$ cat src/flash_status_defines.svh
// Constants for the flash status polling controller
// Overview of operation
// - Host masks reserved status bits 0, 1, 4
// - Host polls programmed address or erased block
// - Two reads with equal bit 6 mean operation finished
// - Error bit held until read/reset command
`ifndef FLASH_STATUS_DEFINES_SVH
`define FLASH_STATUS_DEFINES_SVH

`define DQ_POLL_BIT       7
`define DQ_TOGGLE_BIT     6
`define DQ_ERROR_BIT      5
`define DQ_ETIMER_BIT     3
`define DQ_TOGGLE2_BIT    2
`define STATUS_MASK       8'hec

`define CLK_PERIOD_NS     20
`define ACCESS_NS         120
`define ACCESS_CYCLES     ((`ACCESS_NS + `CLK_PERIOD_NS - 1) / `CLK_PERIOD_NS)
`define WRITE_PULSE_NS    60
`define WRITE_CYCLES      ((`WRITE_PULSE_NS + `CLK_PERIOD_NS - 1) / `CLK_PERIOD_NS)
`define ERASE_TIMER_MAX_US 120
`define ERASE_TIMER_CYCLES ((`ERASE_TIMER_MAX_US * 1000) / `CLK_PERIOD_NS)
`define POLL_LIMIT_DEFAULT 65535

`endif

$ cat src/flash_status_pkg.sv
// Types for the flash status polling controller
package flash_status_pkg;

  typedef enum logic [3:0] {
    ST_IDLE,
    ST_TIMER_READ,
    ST_READ_A,
    ST_READ_B,
    ST_ERR_A,
    ST_ERR_B,
    ST_FINAL,
    ST_RESET_CMD,
    ST_DONE
  } poll_state_t;

  typedef enum logic [1:0] {
    CYC_IDLE,
    CYC_STROBE,
    CYC_RECOVER
  } cycle_state_t;

endpackage

$ cat src/flash_bus_cycle.sv
// One asynchronous flash bus cycle, read or write
`timescale 1ns/1ps
`include "flash_status_defines.svh"
module flash_bus_cycle
  import flash_status_pkg::*;
#(
  parameter int ADDR_W = 21,
  parameter int DATA_W = 16
) (
  // Clock and reset
  input  wire logic              clk,
  input  wire logic              nrst,
  // Request from the poller
  input  wire logic              req,
  input  wire logic              req_write,
  input  wire logic [ADDR_W-1:0] req_addr,
  input  wire logic [DATA_W-1:0] req_wdata,
  output logic                   ack,
  output logic [DATA_W-1:0]      rdata,
  // Flash pins
  output logic [ADDR_W-1:0]      flash_addr,
  output logic [DATA_W-1:0]      flash_dq_out,
  output logic                   flash_dq_oe,
  input  wire logic [DATA_W-1:0] flash_dq_in,
  output logic                   flash_chip_select_n,
  output logic                   flash_output_enable_n,
  output logic                   flash_write_strobe_n
);

  localparam logic [3:0] READ_LEN  = 4'(`ACCESS_CYCLES);
  localparam logic [3:0] WRITE_LEN = 4'(`WRITE_CYCLES);

  cycle_state_t     state_reg;
  logic [3:0]       cnt_reg;
  logic             is_write_reg;

  wire logic        strobe_end = (cnt_reg == 4'h1);

  always_ff @(posedge clk or negedge nrst) begin
    if (!nrst) begin
      state_reg             <= CYC_IDLE;
      cnt_reg               <= 4'h0;
      is_write_reg          <= 1'b0;
      ack                   <= 1'b0;
      rdata                 <= '0;
      flash_addr            <= '0;
      flash_dq_out          <= '0;
      flash_dq_oe           <= 1'b0;
      flash_chip_select_n   <= 1'b1;
      flash_output_enable_n <= 1'b1;
      flash_write_strobe_n  <= 1'b1;
    end else begin
      ack <= 1'b0;
      case (state_reg)
        CYC_IDLE: begin
          if (req) begin
            is_write_reg          <= req_write;
            flash_addr            <= req_addr;
            flash_dq_out          <= req_wdata;
            flash_dq_oe           <= req_write;
            flash_chip_select_n   <= 1'b0;
            flash_output_enable_n <= req_write;
            flash_write_strobe_n  <= ~req_write;
            cnt_reg               <= req_write ? WRITE_LEN : READ_LEN;
            state_reg             <= CYC_STROBE;
          end
        end
        CYC_STROBE: begin
          if (strobe_end) begin
            // Select and enable both rise so every read is a fresh toggle event
            if (!is_write_reg) begin
              rdata <= flash_dq_in;
            end
            flash_chip_select_n   <= 1'b1;
            flash_output_enable_n <= 1'b1;
            flash_write_strobe_n  <= 1'b1;
            state_reg             <= CYC_RECOVER;
          end else begin
            cnt_reg <= cnt_reg - 4'h1;
          end
        end
        CYC_RECOVER: begin
          // Write data held one cycle past the strobe rise
          flash_dq_oe <= 1'b0;
          ack         <= 1'b1;
          state_reg   <= CYC_IDLE;
        end
        default: begin
          state_reg <= CYC_IDLE;
        end
      endcase
    end
  end

endmodule

$ cat src/flash_program_erase_status.sv
// Host side poller of flash program and erase status
`timescale 1ns/1ps
`include "flash_status_defines.svh"
module flash_program_erase_status
  import flash_status_pkg::*;
#(
  parameter int              ADDR_W             = 21,
  parameter int              DATA_W             = 16,
  parameter int              ERASE_TIMER_CYCLES = `ERASE_TIMER_CYCLES,
  parameter int              POLL_LIMIT         = `POLL_LIMIT_DEFAULT,
  parameter logic [15:0]     READ_RESET_DATA    = 16'h00f0
) (
  // Clock and reset
  input  wire logic              clk,
  input  wire logic              nrst,
  // User command port
  input  wire logic              start,
  input  wire logic              op_is_erase,
  input  wire logic [ADDR_W-1:0] poll_addr,
  input  wire logic              expected_dq7,
  output logic                   busy,
  output logic                   done,
  output logic                   fail,
  output logic [7:0]             final_status,
  // Flash pins
  output logic [ADDR_W-1:0]      flash_addr,
  output logic [DATA_W-1:0]      flash_dq_out,
  output logic                   flash_dq_oe,
  input  wire logic [DATA_W-1:0] flash_dq_in,
  output logic                   flash_chip_select_n,
  output logic                   flash_output_enable_n,
  output logic                   flash_write_strobe_n
);

  localparam int TMR_W  = $clog2(ERASE_TIMER_CYCLES + 1);
  localparam int POLL_W = $clog2(POLL_LIMIT + 1);
  localparam logic [TMR_W-1:0]  TMR_END  = TMR_W'(ERASE_TIMER_CYCLES);
  localparam logic [POLL_W-1:0] POLL_END = POLL_W'(POLL_LIMIT);

  poll_state_t         state_reg;
  poll_state_t         state_next;
  logic                issued_reg;
  logic                req_reg;
  logic                req_write_reg;
  logic                erase_reg;
  logic                exp7_reg;
  logic                fail_reg;
  logic [ADDR_W-1:0]   addr_reg;
  logic [7:0]          first_reg;
  logic [TMR_W-1:0]    tmr_reg;
  logic [POLL_W-1:0]   poll_reg;
  logic                ack;
  logic [DATA_W-1:0]   rdata;

  // Reserved bits 0, 1 and 4 never reach any decision
  wire logic [7:0] rd_masked  = rdata[7:0] & `STATUS_MASK;
  // Finished when bit 6 stops toggling between two successive reads
  wire logic       toggling   = first_reg[`DQ_TOGGLE_BIT] ^ rd_masked[`DQ_TOGGLE_BIT];
  wire logic       err_seen   = rd_masked[`DQ_ERROR_BIT];
  wire logic       timer_open = ~rd_masked[`DQ_ETIMER_BIT];
  wire logic       tmr_over   = (tmr_reg == TMR_END);
  wire logic       poll_over  = (poll_reg == POLL_END);
  wire logic       want7      = erase_reg ? 1'b1 : exp7_reg;
  wire logic       final_ok   = (rd_masked[`DQ_POLL_BIT] == want7) & ~err_seen;
  wire logic       read_step  = issued_reg & ack;

  always_comb begin
    state_next = state_reg;
    case (state_reg)
      ST_IDLE: begin
        if (start) begin
          state_next = op_is_erase ? ST_TIMER_READ : ST_READ_A;
        end
      end
      ST_TIMER_READ: begin
        // Erase has not started while the timer bit still reads low
        if (read_step) begin
          if (!timer_open) begin
            state_next = ST_READ_A;
          end else if (tmr_over) begin
            state_next = ST_RESET_CMD;
          end
        end
      end
      ST_READ_A: begin
        if (read_step) begin
          state_next = ST_READ_B;
        end
      end
      ST_READ_B: begin
        if (read_step) begin
          if (!toggling) begin
            state_next = ST_FINAL;
          end else if (err_seen) begin
            state_next = ST_ERR_A;
          end else if (poll_over) begin
            state_next = ST_RESET_CMD;
          end else begin
            state_next = ST_READ_A;
          end
        end
      end
      ST_ERR_A: begin
        if (read_step) begin
          state_next = ST_ERR_B;
        end
      end
      ST_ERR_B: begin
        if (read_step) begin
          state_next = toggling ? ST_RESET_CMD : ST_FINAL;
        end
      end
      ST_FINAL: begin
        if (read_step) begin
          state_next = final_ok ? ST_DONE : ST_RESET_CMD;
        end
      end
      ST_RESET_CMD: begin
        if (read_step) begin
          state_next = ST_DONE;
        end
      end
      ST_DONE: begin
        state_next = ST_IDLE;
      end
      default: begin
        state_next = ST_IDLE;
      end
    endcase
  end

  wire logic bus_state = (state_reg != ST_IDLE) && (state_reg != ST_DONE);
  wire logic to_fail   = read_step && (state_next == ST_RESET_CMD) &&
                         (state_reg != ST_RESET_CMD);

  always_ff @(posedge clk or negedge nrst) begin
    if (!nrst) begin
      state_reg     <= ST_IDLE;
      issued_reg    <= 1'b0;
      req_reg       <= 1'b0;
      req_write_reg <= 1'b0;
    end else begin
      state_reg     <= state_next;
      req_reg       <= 1'b0;
      if (bus_state && !issued_reg && !req_reg) begin
        req_reg       <= 1'b1;
        issued_reg    <= 1'b1;
        req_write_reg <= (state_reg == ST_RESET_CMD);
      end else if (read_step) begin
        issued_reg <= 1'b0;
      end
    end
  end

  always_ff @(posedge clk or negedge nrst) begin
    if (!nrst) begin
      erase_reg <= 1'b0;
      exp7_reg  <= 1'b0;
      addr_reg  <= '0;
      first_reg <= 8'h00;
      tmr_reg   <= '0;
      poll_reg  <= '0;
    end else if (state_reg == ST_IDLE) begin
      // Poll address is the programmed word or a word inside the erased block
      erase_reg <= op_is_erase;
      exp7_reg  <= expected_dq7;
      addr_reg  <= poll_addr;
      tmr_reg   <= '0;
      poll_reg  <= '0;
    end else begin
      if (!tmr_over) begin
        tmr_reg <= tmr_reg + 1'b1;
      end
      if (read_step && (state_reg == ST_READ_A || state_reg == ST_ERR_A)) begin
        first_reg <= rd_masked;
      end
      if (read_step && state_reg == ST_READ_B && !poll_over) begin
        poll_reg <= poll_reg + 1'b1;
      end
    end
  end

  always_ff @(posedge clk or negedge nrst) begin
    if (!nrst) begin
      fail_reg     <= 1'b0;
      busy         <= 1'b0;
      done         <= 1'b0;
      fail         <= 1'b0;
      final_status <= 8'h00;
    end else begin
      done <= (state_reg == ST_DONE);
      busy <= (state_next != ST_IDLE);
      if (state_reg == ST_IDLE && start) begin
        fail_reg <= 1'b0;
      end else if (to_fail) begin
        // Error stays latched on the flash until the read/reset write goes out
        fail_reg <= 1'b1;
      end
      if (read_step && state_reg != ST_RESET_CMD) begin
        final_status <= rd_masked;
      end
      if (state_reg == ST_DONE) begin
        fail <= fail_reg;
      end
    end
  end

  flash_bus_cycle #(
    .ADDR_W (ADDR_W),
    .DATA_W (DATA_W)
  ) u_cycle (
    .clk                   (clk),
    .nrst                  (nrst),
    .req                   (req_reg),
    .req_write             (req_write_reg),
    .req_addr              (addr_reg),
    .req_wdata             (DATA_W'(READ_RESET_DATA)),
    .ack                   (ack),
    .rdata                 (rdata),
    .flash_addr            (flash_addr),
    .flash_dq_out          (flash_dq_out),
    .flash_dq_oe           (flash_dq_oe),
    .flash_dq_in           (flash_dq_in),
    .flash_chip_select_n   (flash_chip_select_n),
    .flash_output_enable_n (flash_output_enable_n),
    .flash_write_strobe_n  (flash_write_strobe_n)
  );

endmodule

$ cat config.mk
export PLATFORM = sky130hd
export DESIGN_NAME = flash_program_erase_status
export DESIGN_NICKNAME = d
export VERILOG_FILES = /design/src/flash_status_pkg.sv /design/src/flash_bus_cycle.sv /design/src/flash_program_erase_status.sv
export VERILOG_INCLUDE_DIRS = /design/src
export SDC_FILE = /design/constraint.sdc
export NUM_CORES = 1
export LEC_CHECK = 0
export CAP_MARGIN = 20
export CORE_UTILIZATION = 55
export CTS_CLUSTER_DIAMETER = 150
export DETAILED_ROUTE_END_ITERATION = 16
export DONT_BUFFER_PORTS = 1
export GPL_TIMING_DRIVEN = 0
export HOLD_SLACK_MARGIN = 0.15
export PLACE_DENSITY_LB_ADDON = 0.12
export SETUP_SLACK_MARGIN = 0.15
export SLEW_MARGIN = 20
export SYNTH_ARGS = -nofsm -noshare
export SYNTH_HDL_FRONTEND = slang
export SYNTH_SLANG_ARGS = --single-unit
$ cat constraint.sdc
create_clock -name clk -period 2.64 [get_ports clk]
set_input_delay 0 -clock clk [delete_from_list [all_inputs] [get_ports clk]]
set_output_delay 0 -clock clk [all_outputs]
set_load 0.01 [all_outputs]
After elaboration in Yosys (flattened, before gate mapping):

Index checks and enable logic that the tools add are counted.
Widths: inputs -> output; s select.

* latch bits: 0
* input port bits: 42
* bits in writable memories: 0
* output and inout bits: 52
* ROM bits: 0
* memories kept: 0
* bits in registers: 114
* word-level logic and storage cells: 130

* reduce and logical (&&, ||, !) cells: 30
* multiplexer cells: 43
* bitwise gates (word level): 7
* add/subtract/negate cells: 3
* equal/unequal tests: 21
* shifts and indexed selects: 0
* divide/modulo/power cells: 0
* order comparisons: 0
* $mul: 0

Operators with widths (number)
* $mux 4: 13
* $mux 16: 2
* $pmux 4 s8: 1
* $mux 13: 2
* $eq 4x3->1 const B: 5
* $add 16x1->16 const B: 1
* $eq 16x16->1 const B: 1
* $add 13x1->13 const B: 1
* $eq 13x13->1 const B: 1
* $mux 1: 12
* $mux 3: 4
* $logic_and 1x1->1: 10
* $reduce_bool 2->1: 5
* $reduce_and 3->1: 3
* $eq 4x1->1 const B: 2
* $eq 4x2->1 const B: 2
* $pmux 1 s2: 4
* $pmux 4 s2: 1
* $reduce_and 2->1: 4
* $reduce_bool 4->1: 2
* $mux 2: 3
* $eq 4x4->1 const B: 1
* $logic_not 4->1: 1
* $ne 2x1->1 const B: 2
* other kinds (14): 21

Longest topological paths before layout:

* depth after elaboration: 11
* mapped depth: 9
* gate-level depth less buffers: 8

By module:

From an unflattened synthesis, not the netlist that was laid out.

* cells, all modules: 481
* area total of the unflattened synthesis: 5949.5 um^2

Modules (own cells, without submodules)
* flash_program_erase_status: area each 3338.2 um^2, sequential area each 1726.7 um^2, instances 1, cells an instance 312
* flash_bus_cycle: area each 2611.3 um^2, sequential area each 1630.3 um^2, instances 1, cells an instance 169

Least setup slack after synthesis:

OpenSTA, ideal clock, no wires.

* path type: flip-flop to flip-flop
* start: reg tmr_reg[2]
* end: reg fail_reg
* arrival: 2.083 ns
* cell stages (with the launch flop): 7
* setup slack: 0.453 ns
* required time: 2.536 ns
* cell sequence: dfrtp_1 > or4b_1 > or4_4 > buf_6 > nor4_4 > nor4_2 > o41ai_2

* cells in the longest elaborated chain, start to end: 9

RTL lines
* start, declared: RTL line flash_program_erase_status.sv:50 `logic [TMR_W-1:0] tmr_reg;`
* start signal, assigned: RTL line flash_program_erase_status.sv:172 `tmr_reg <= tmr_reg + 1'b1;`
* $eq 13x13->1: RTL line flash_program_erase_status.sv:61 `wire logic tmr_over = (tmr_reg == TMR_END);`
* $mux 4: RTL line flash_program_erase_status.sv:80 `end else if (tmr_over) begin`
* $mux 4: RTL line flash_program_erase_status.sv:78 `if (!timer_open) begin`
* $mux 4: RTL line flash_program_erase_status.sv:77 `if (read_step) begin`
* $pmux 4 s8: RTL line flash_program_erase_status.sv:69 `case (state_reg)`
* $eq 4x3->1: RTL line flash_program_erase_status.sv:133 `wire logic to_fail = read_step && (state_next == ST_RESET_CMD) &&`
* $logic_and 1x1->1 (2 in series): RTL line flash_program_erase_status.sv:133
* $reduce_bool 2->1 (no source line)
* end signal, assigned: RTL line flash_program_erase_status.sv:185 `fail_reg <= 1'b0;`
* end signal, assigned: RTL line flash_program_erase_status.sv:194 `fail_reg <= 1'b0;`
* end signal, assigned: RTL line flash_program_erase_status.sv:197 `fail_reg <= 1'b1;`
* end, declared: RTL line flash_program_erase_status.sv:47 `logic fail_reg;`

No other way between the ends.
A chain may end at the register's enable or synchronous reset.

Final worst setup path:

Same ends and word-level chain as after synthesis.

==> flow_summary.json <==
{
  "status": "complete, but fails checks",
  "violations": "negative hold slack",
  "comb_power_share": 0.279,
  "hold_path.class": "in -> async",
  "io_pins": 94,
  "dp_cells": 539,
  "final_hold_viol_count": 108,
  "slowest_stage": "or4b_1",
  "overflow": 0,
  "ys_warn_count": 0,
  "area_growth_pct": 14.1,
  "synth_compound_area_frac": 0.0577,
  "ctsHoldBuffers": 29,
  "fin_nets": 521,
  "netlist_top_cells_count": "dfrtp_1 (105), mux2_2 (56), nor2_1 (34)",
  "critPathKind": "reg -> reg",
  "synthMuxAreaShare": 0.131,
  "async_reset_ff_frac": 1.00,
  "clock_latency_ns": 0.38,
  "power_frac_seq": 0.522,
  "report.final.slew_viol_count": 0,
  "antennaDiodeCount": 0,
  "cp-end-kind": "flop",
  "drt_iter0_drc": 104,
  "critPathMaxFanout": 7,
  "pre_cts_ws_ns": 0.00111,
  "holdWs_ns": -0.700,
  "die_w_um": 96.2,
  "intPower_mw": 3.48,
  "grt_usage": 0.208,
  "start_util": 0.582,
  "layout-drive-gt1-share": 0.230,
  "numCtsBuffers": 9,
  "startpoint_type": "flop",
  "nFillCells": 649,
  "clkSinkCount": 108,
  "cts_root_buf": "clkbuf_8",
  "cp.arrival_ns": 2.59,
  "ys_ff_latch": 108,
  "coreArea_sq_um": 8380,
  "placed_area_sq_um": 5060,
  "p_leak_nw": 2.49,
  "cap_viol_max_count": 0,
  "clkPwrFrac": 0.199,
  "period_share": 0.880,
  "vias": 3167,
  "synthTopCellsByArea": "dfrtp_1 (54%), mux2_2 (13%), buf_4 (2.8%), nor2_1 (2.6%), xor2_1 (2.5%)",
  "avgSynthCellArea_sq_um": 11.6,
  "cp.required_ns": 2.91,
  "multiInputGateArea_sq_um": 1970,
  "place.port_buffers": 0,
  "ant_nets": 0,
  "fin_crit_ns": 2.32,
  "setup_viol": 0,
  "fin_util": 0.664,
  "wl_um": 8840,
  "ys.flop_type": "dfrtp_1",
  "dieHeight_um": 96.2,
  "avgRoutedWirePerCell_um": 15.1,
  "crit_chain": "or4b_1 -> or4_4 -> buf_6 -> nor4_4 -> nor4_2 -> o41ai_2",
  "p_per_area_nw_per_um2": 948,
  "yosysTopAreaCell": "dfrtp_1",
  "crit_buf_inv": 1,
  "grt_pass1_vias": 3041,
  "switchingPower_mw": 1.80,
  "netlist_area_sq_um": 4880,
  "tightest_slew_ns": 0.642,
  "seq_area_frac_synth": 0.555,
  "fin_total_pwr_mw": 5.28,
  "synth_top_family_by_area": "simple AND/OR/NAND/NOR gates",
  "slowest_delay_ns": 0.52,
  "design_area_sq_um": 5570,
  "fin_cells": 584,
  "swShare": 0.342,
  "cts_tree": "built",
  "rsz0062_at_grt": "false",
  "fin_setup_tns_ns": 0,
  "drt-pass1-iter-count": 4,
  "synth_simple_gate_area_frac": 0.147,
  "clock.fmax_mhz": 430,
  "htreeDepth": 3,
  "drc": 0,
  "dp_hpwl_um": 5760,
  "final-seq-area_sq_um": 2710,
  "relSlewSlack": 0.569,
  "die_area_sq_um": 9250,
  "ir_drop_mv": 0.617,
  "synth_cells": 420,
  "synth.most_common_cell": "dfrtp_1",
  "fin_skew_ns": 0.0174,
  "synth_edf_count": 0,
  "ys_types": 54,
  "grt_max_degree": 109,
  "vias_per_cell": 5.42,
  "synth_top_cell_area_share": 0.538,
  "clockBufferDepth": 2,
  "timing.final.ws_setup_ns": 0.316,
  "antenna_found_initial": 0,
  "grt_pass1_wl_um": 14600,
  "cts.clk_slew.worst_paths_ns": 0.11,
  "synth_xor_xnor_area_share": 0.0413,
  "crit_family": "simple AND/OR/NAND/NOR gates",
  "synthAdderAreaFrac": 0.0128,
  "gp_congestion": 0.852,
  "fp-row-count": 33
}
layer usage:
| layer | wire length, um | global-route usage | vias to the layer above |
|---|---|---|---|
| met5 | 0 | 0 | - |
| met4 | 135 | 0.0746 | 0 |
| met3 | 491 | 0.0600 | 12 |
| met2 | 4130 | 0.323 | 83 |
| met1 | 4090 | 0.279 | 1546 |
| li1 | - | - | 1526 |
worst reg2reg max path: stages (launching register included):
cell	delay, ns
dfrtp_1	0.44
or4b_1	0.53
or4_4	0.52
buf_6	0.15
nor4_4	0.15
nor4_2	0.10
o41ai_2	0.33
logic make-up (layout without fill, tap and decap cells):
| logic type | Yosys count | count (layout) |
|---|---|---|
| flip-flops | 108 | 108 |
| XOR/XNOR | 23 | 23 |
| AO/OA/AOI/OAI | 45 | 45 |
| multiplexers | 57 | 57 |
| adder cells (fa/ha/maj) | 5 | 5 |
| buffers and inverters | 48 | 93 |
| AND/OR/NAND/NOR | 133 | 133 |
| other | 1 | 15 |
path summary, 6_finish.rpt:
check	slack [ns]	depth (start not counted)	start	endpoint
hold reg to reg	0.51	2	fail_reg	fail_reg
setup reg to reg	0.32	6	tmr_reg[2]	fail_reg
max in group asynchronous	3.12	0	nrst	u_cycle.flash_output_enable_n
setup / recovery	0.32	6	tmr_reg[2]	fail_reg
min in group clk	0.29	2	poll_addr[4]	addr_reg[4]
hold / removal	-0.70	0	nrst	tmr_reg[0]
cells in the final DEF (no fill, tap or decap), types with 4 or more instances in the layout:
cell	instances
nor4_1	4
ha_1	5
nor2_1	34
clkbuf_1	11
dfrtp_1	105
nor2b_1	4
nor3_1	9
xor2_1	14
xnor2_1	9
a31oi_1	7
nand2_1	26
and3_1	4
inv_1	16
o21ai_0	14
conb_1	15
or3_1	7
buf_4	18
mux2_2	56
a21oi_1	12
nand4_1	5
nand3_1	16
dlygate4sd3_1	29
clkbuf_8	10
power groups by stage:
| stage | Sequential (mW) | Combinational [mW] | Clock, mW |
|---|---|---|---|
| final | 2.76 | 1.47 | 1.05 |
| after global routing | 2.84 | 1.65 | 1.13 |
| after floorplan | 2.65 | 1.22 | 0 |
| after global placement | 2.76 | 1.39 | 0 |
| after detailed placement | 2.78 | 1.44 | 0 |
| after CTS | 2.76 | 1.48 | 1.08 |
layout make-up:
| type | instances | area share |
|---|---|---|
| Multi-Input combinational cell | 278 | 0.353 |
| Inverter | 16 | 0.0108 |
| Timing Repair Buffer | 29 | 0.0521 |
| Clock inverter | 6 | 0.0137 |
| Tap cell | 105 | 0.0236 |
| Sequential cell | 108 | 0.486 |
| Buffer | 32 | 0.0373 |
| Clock buffer | 10 | 0.0229 |
repair_timing:
item                                    CTS  global route
endpoints found under the setup margin   20            12
hold endpoints to repair                139           108
setup buffers                             0             0
gates resized for setup                   1             2
Note: power is estimated with default switching activity, not from simulation.
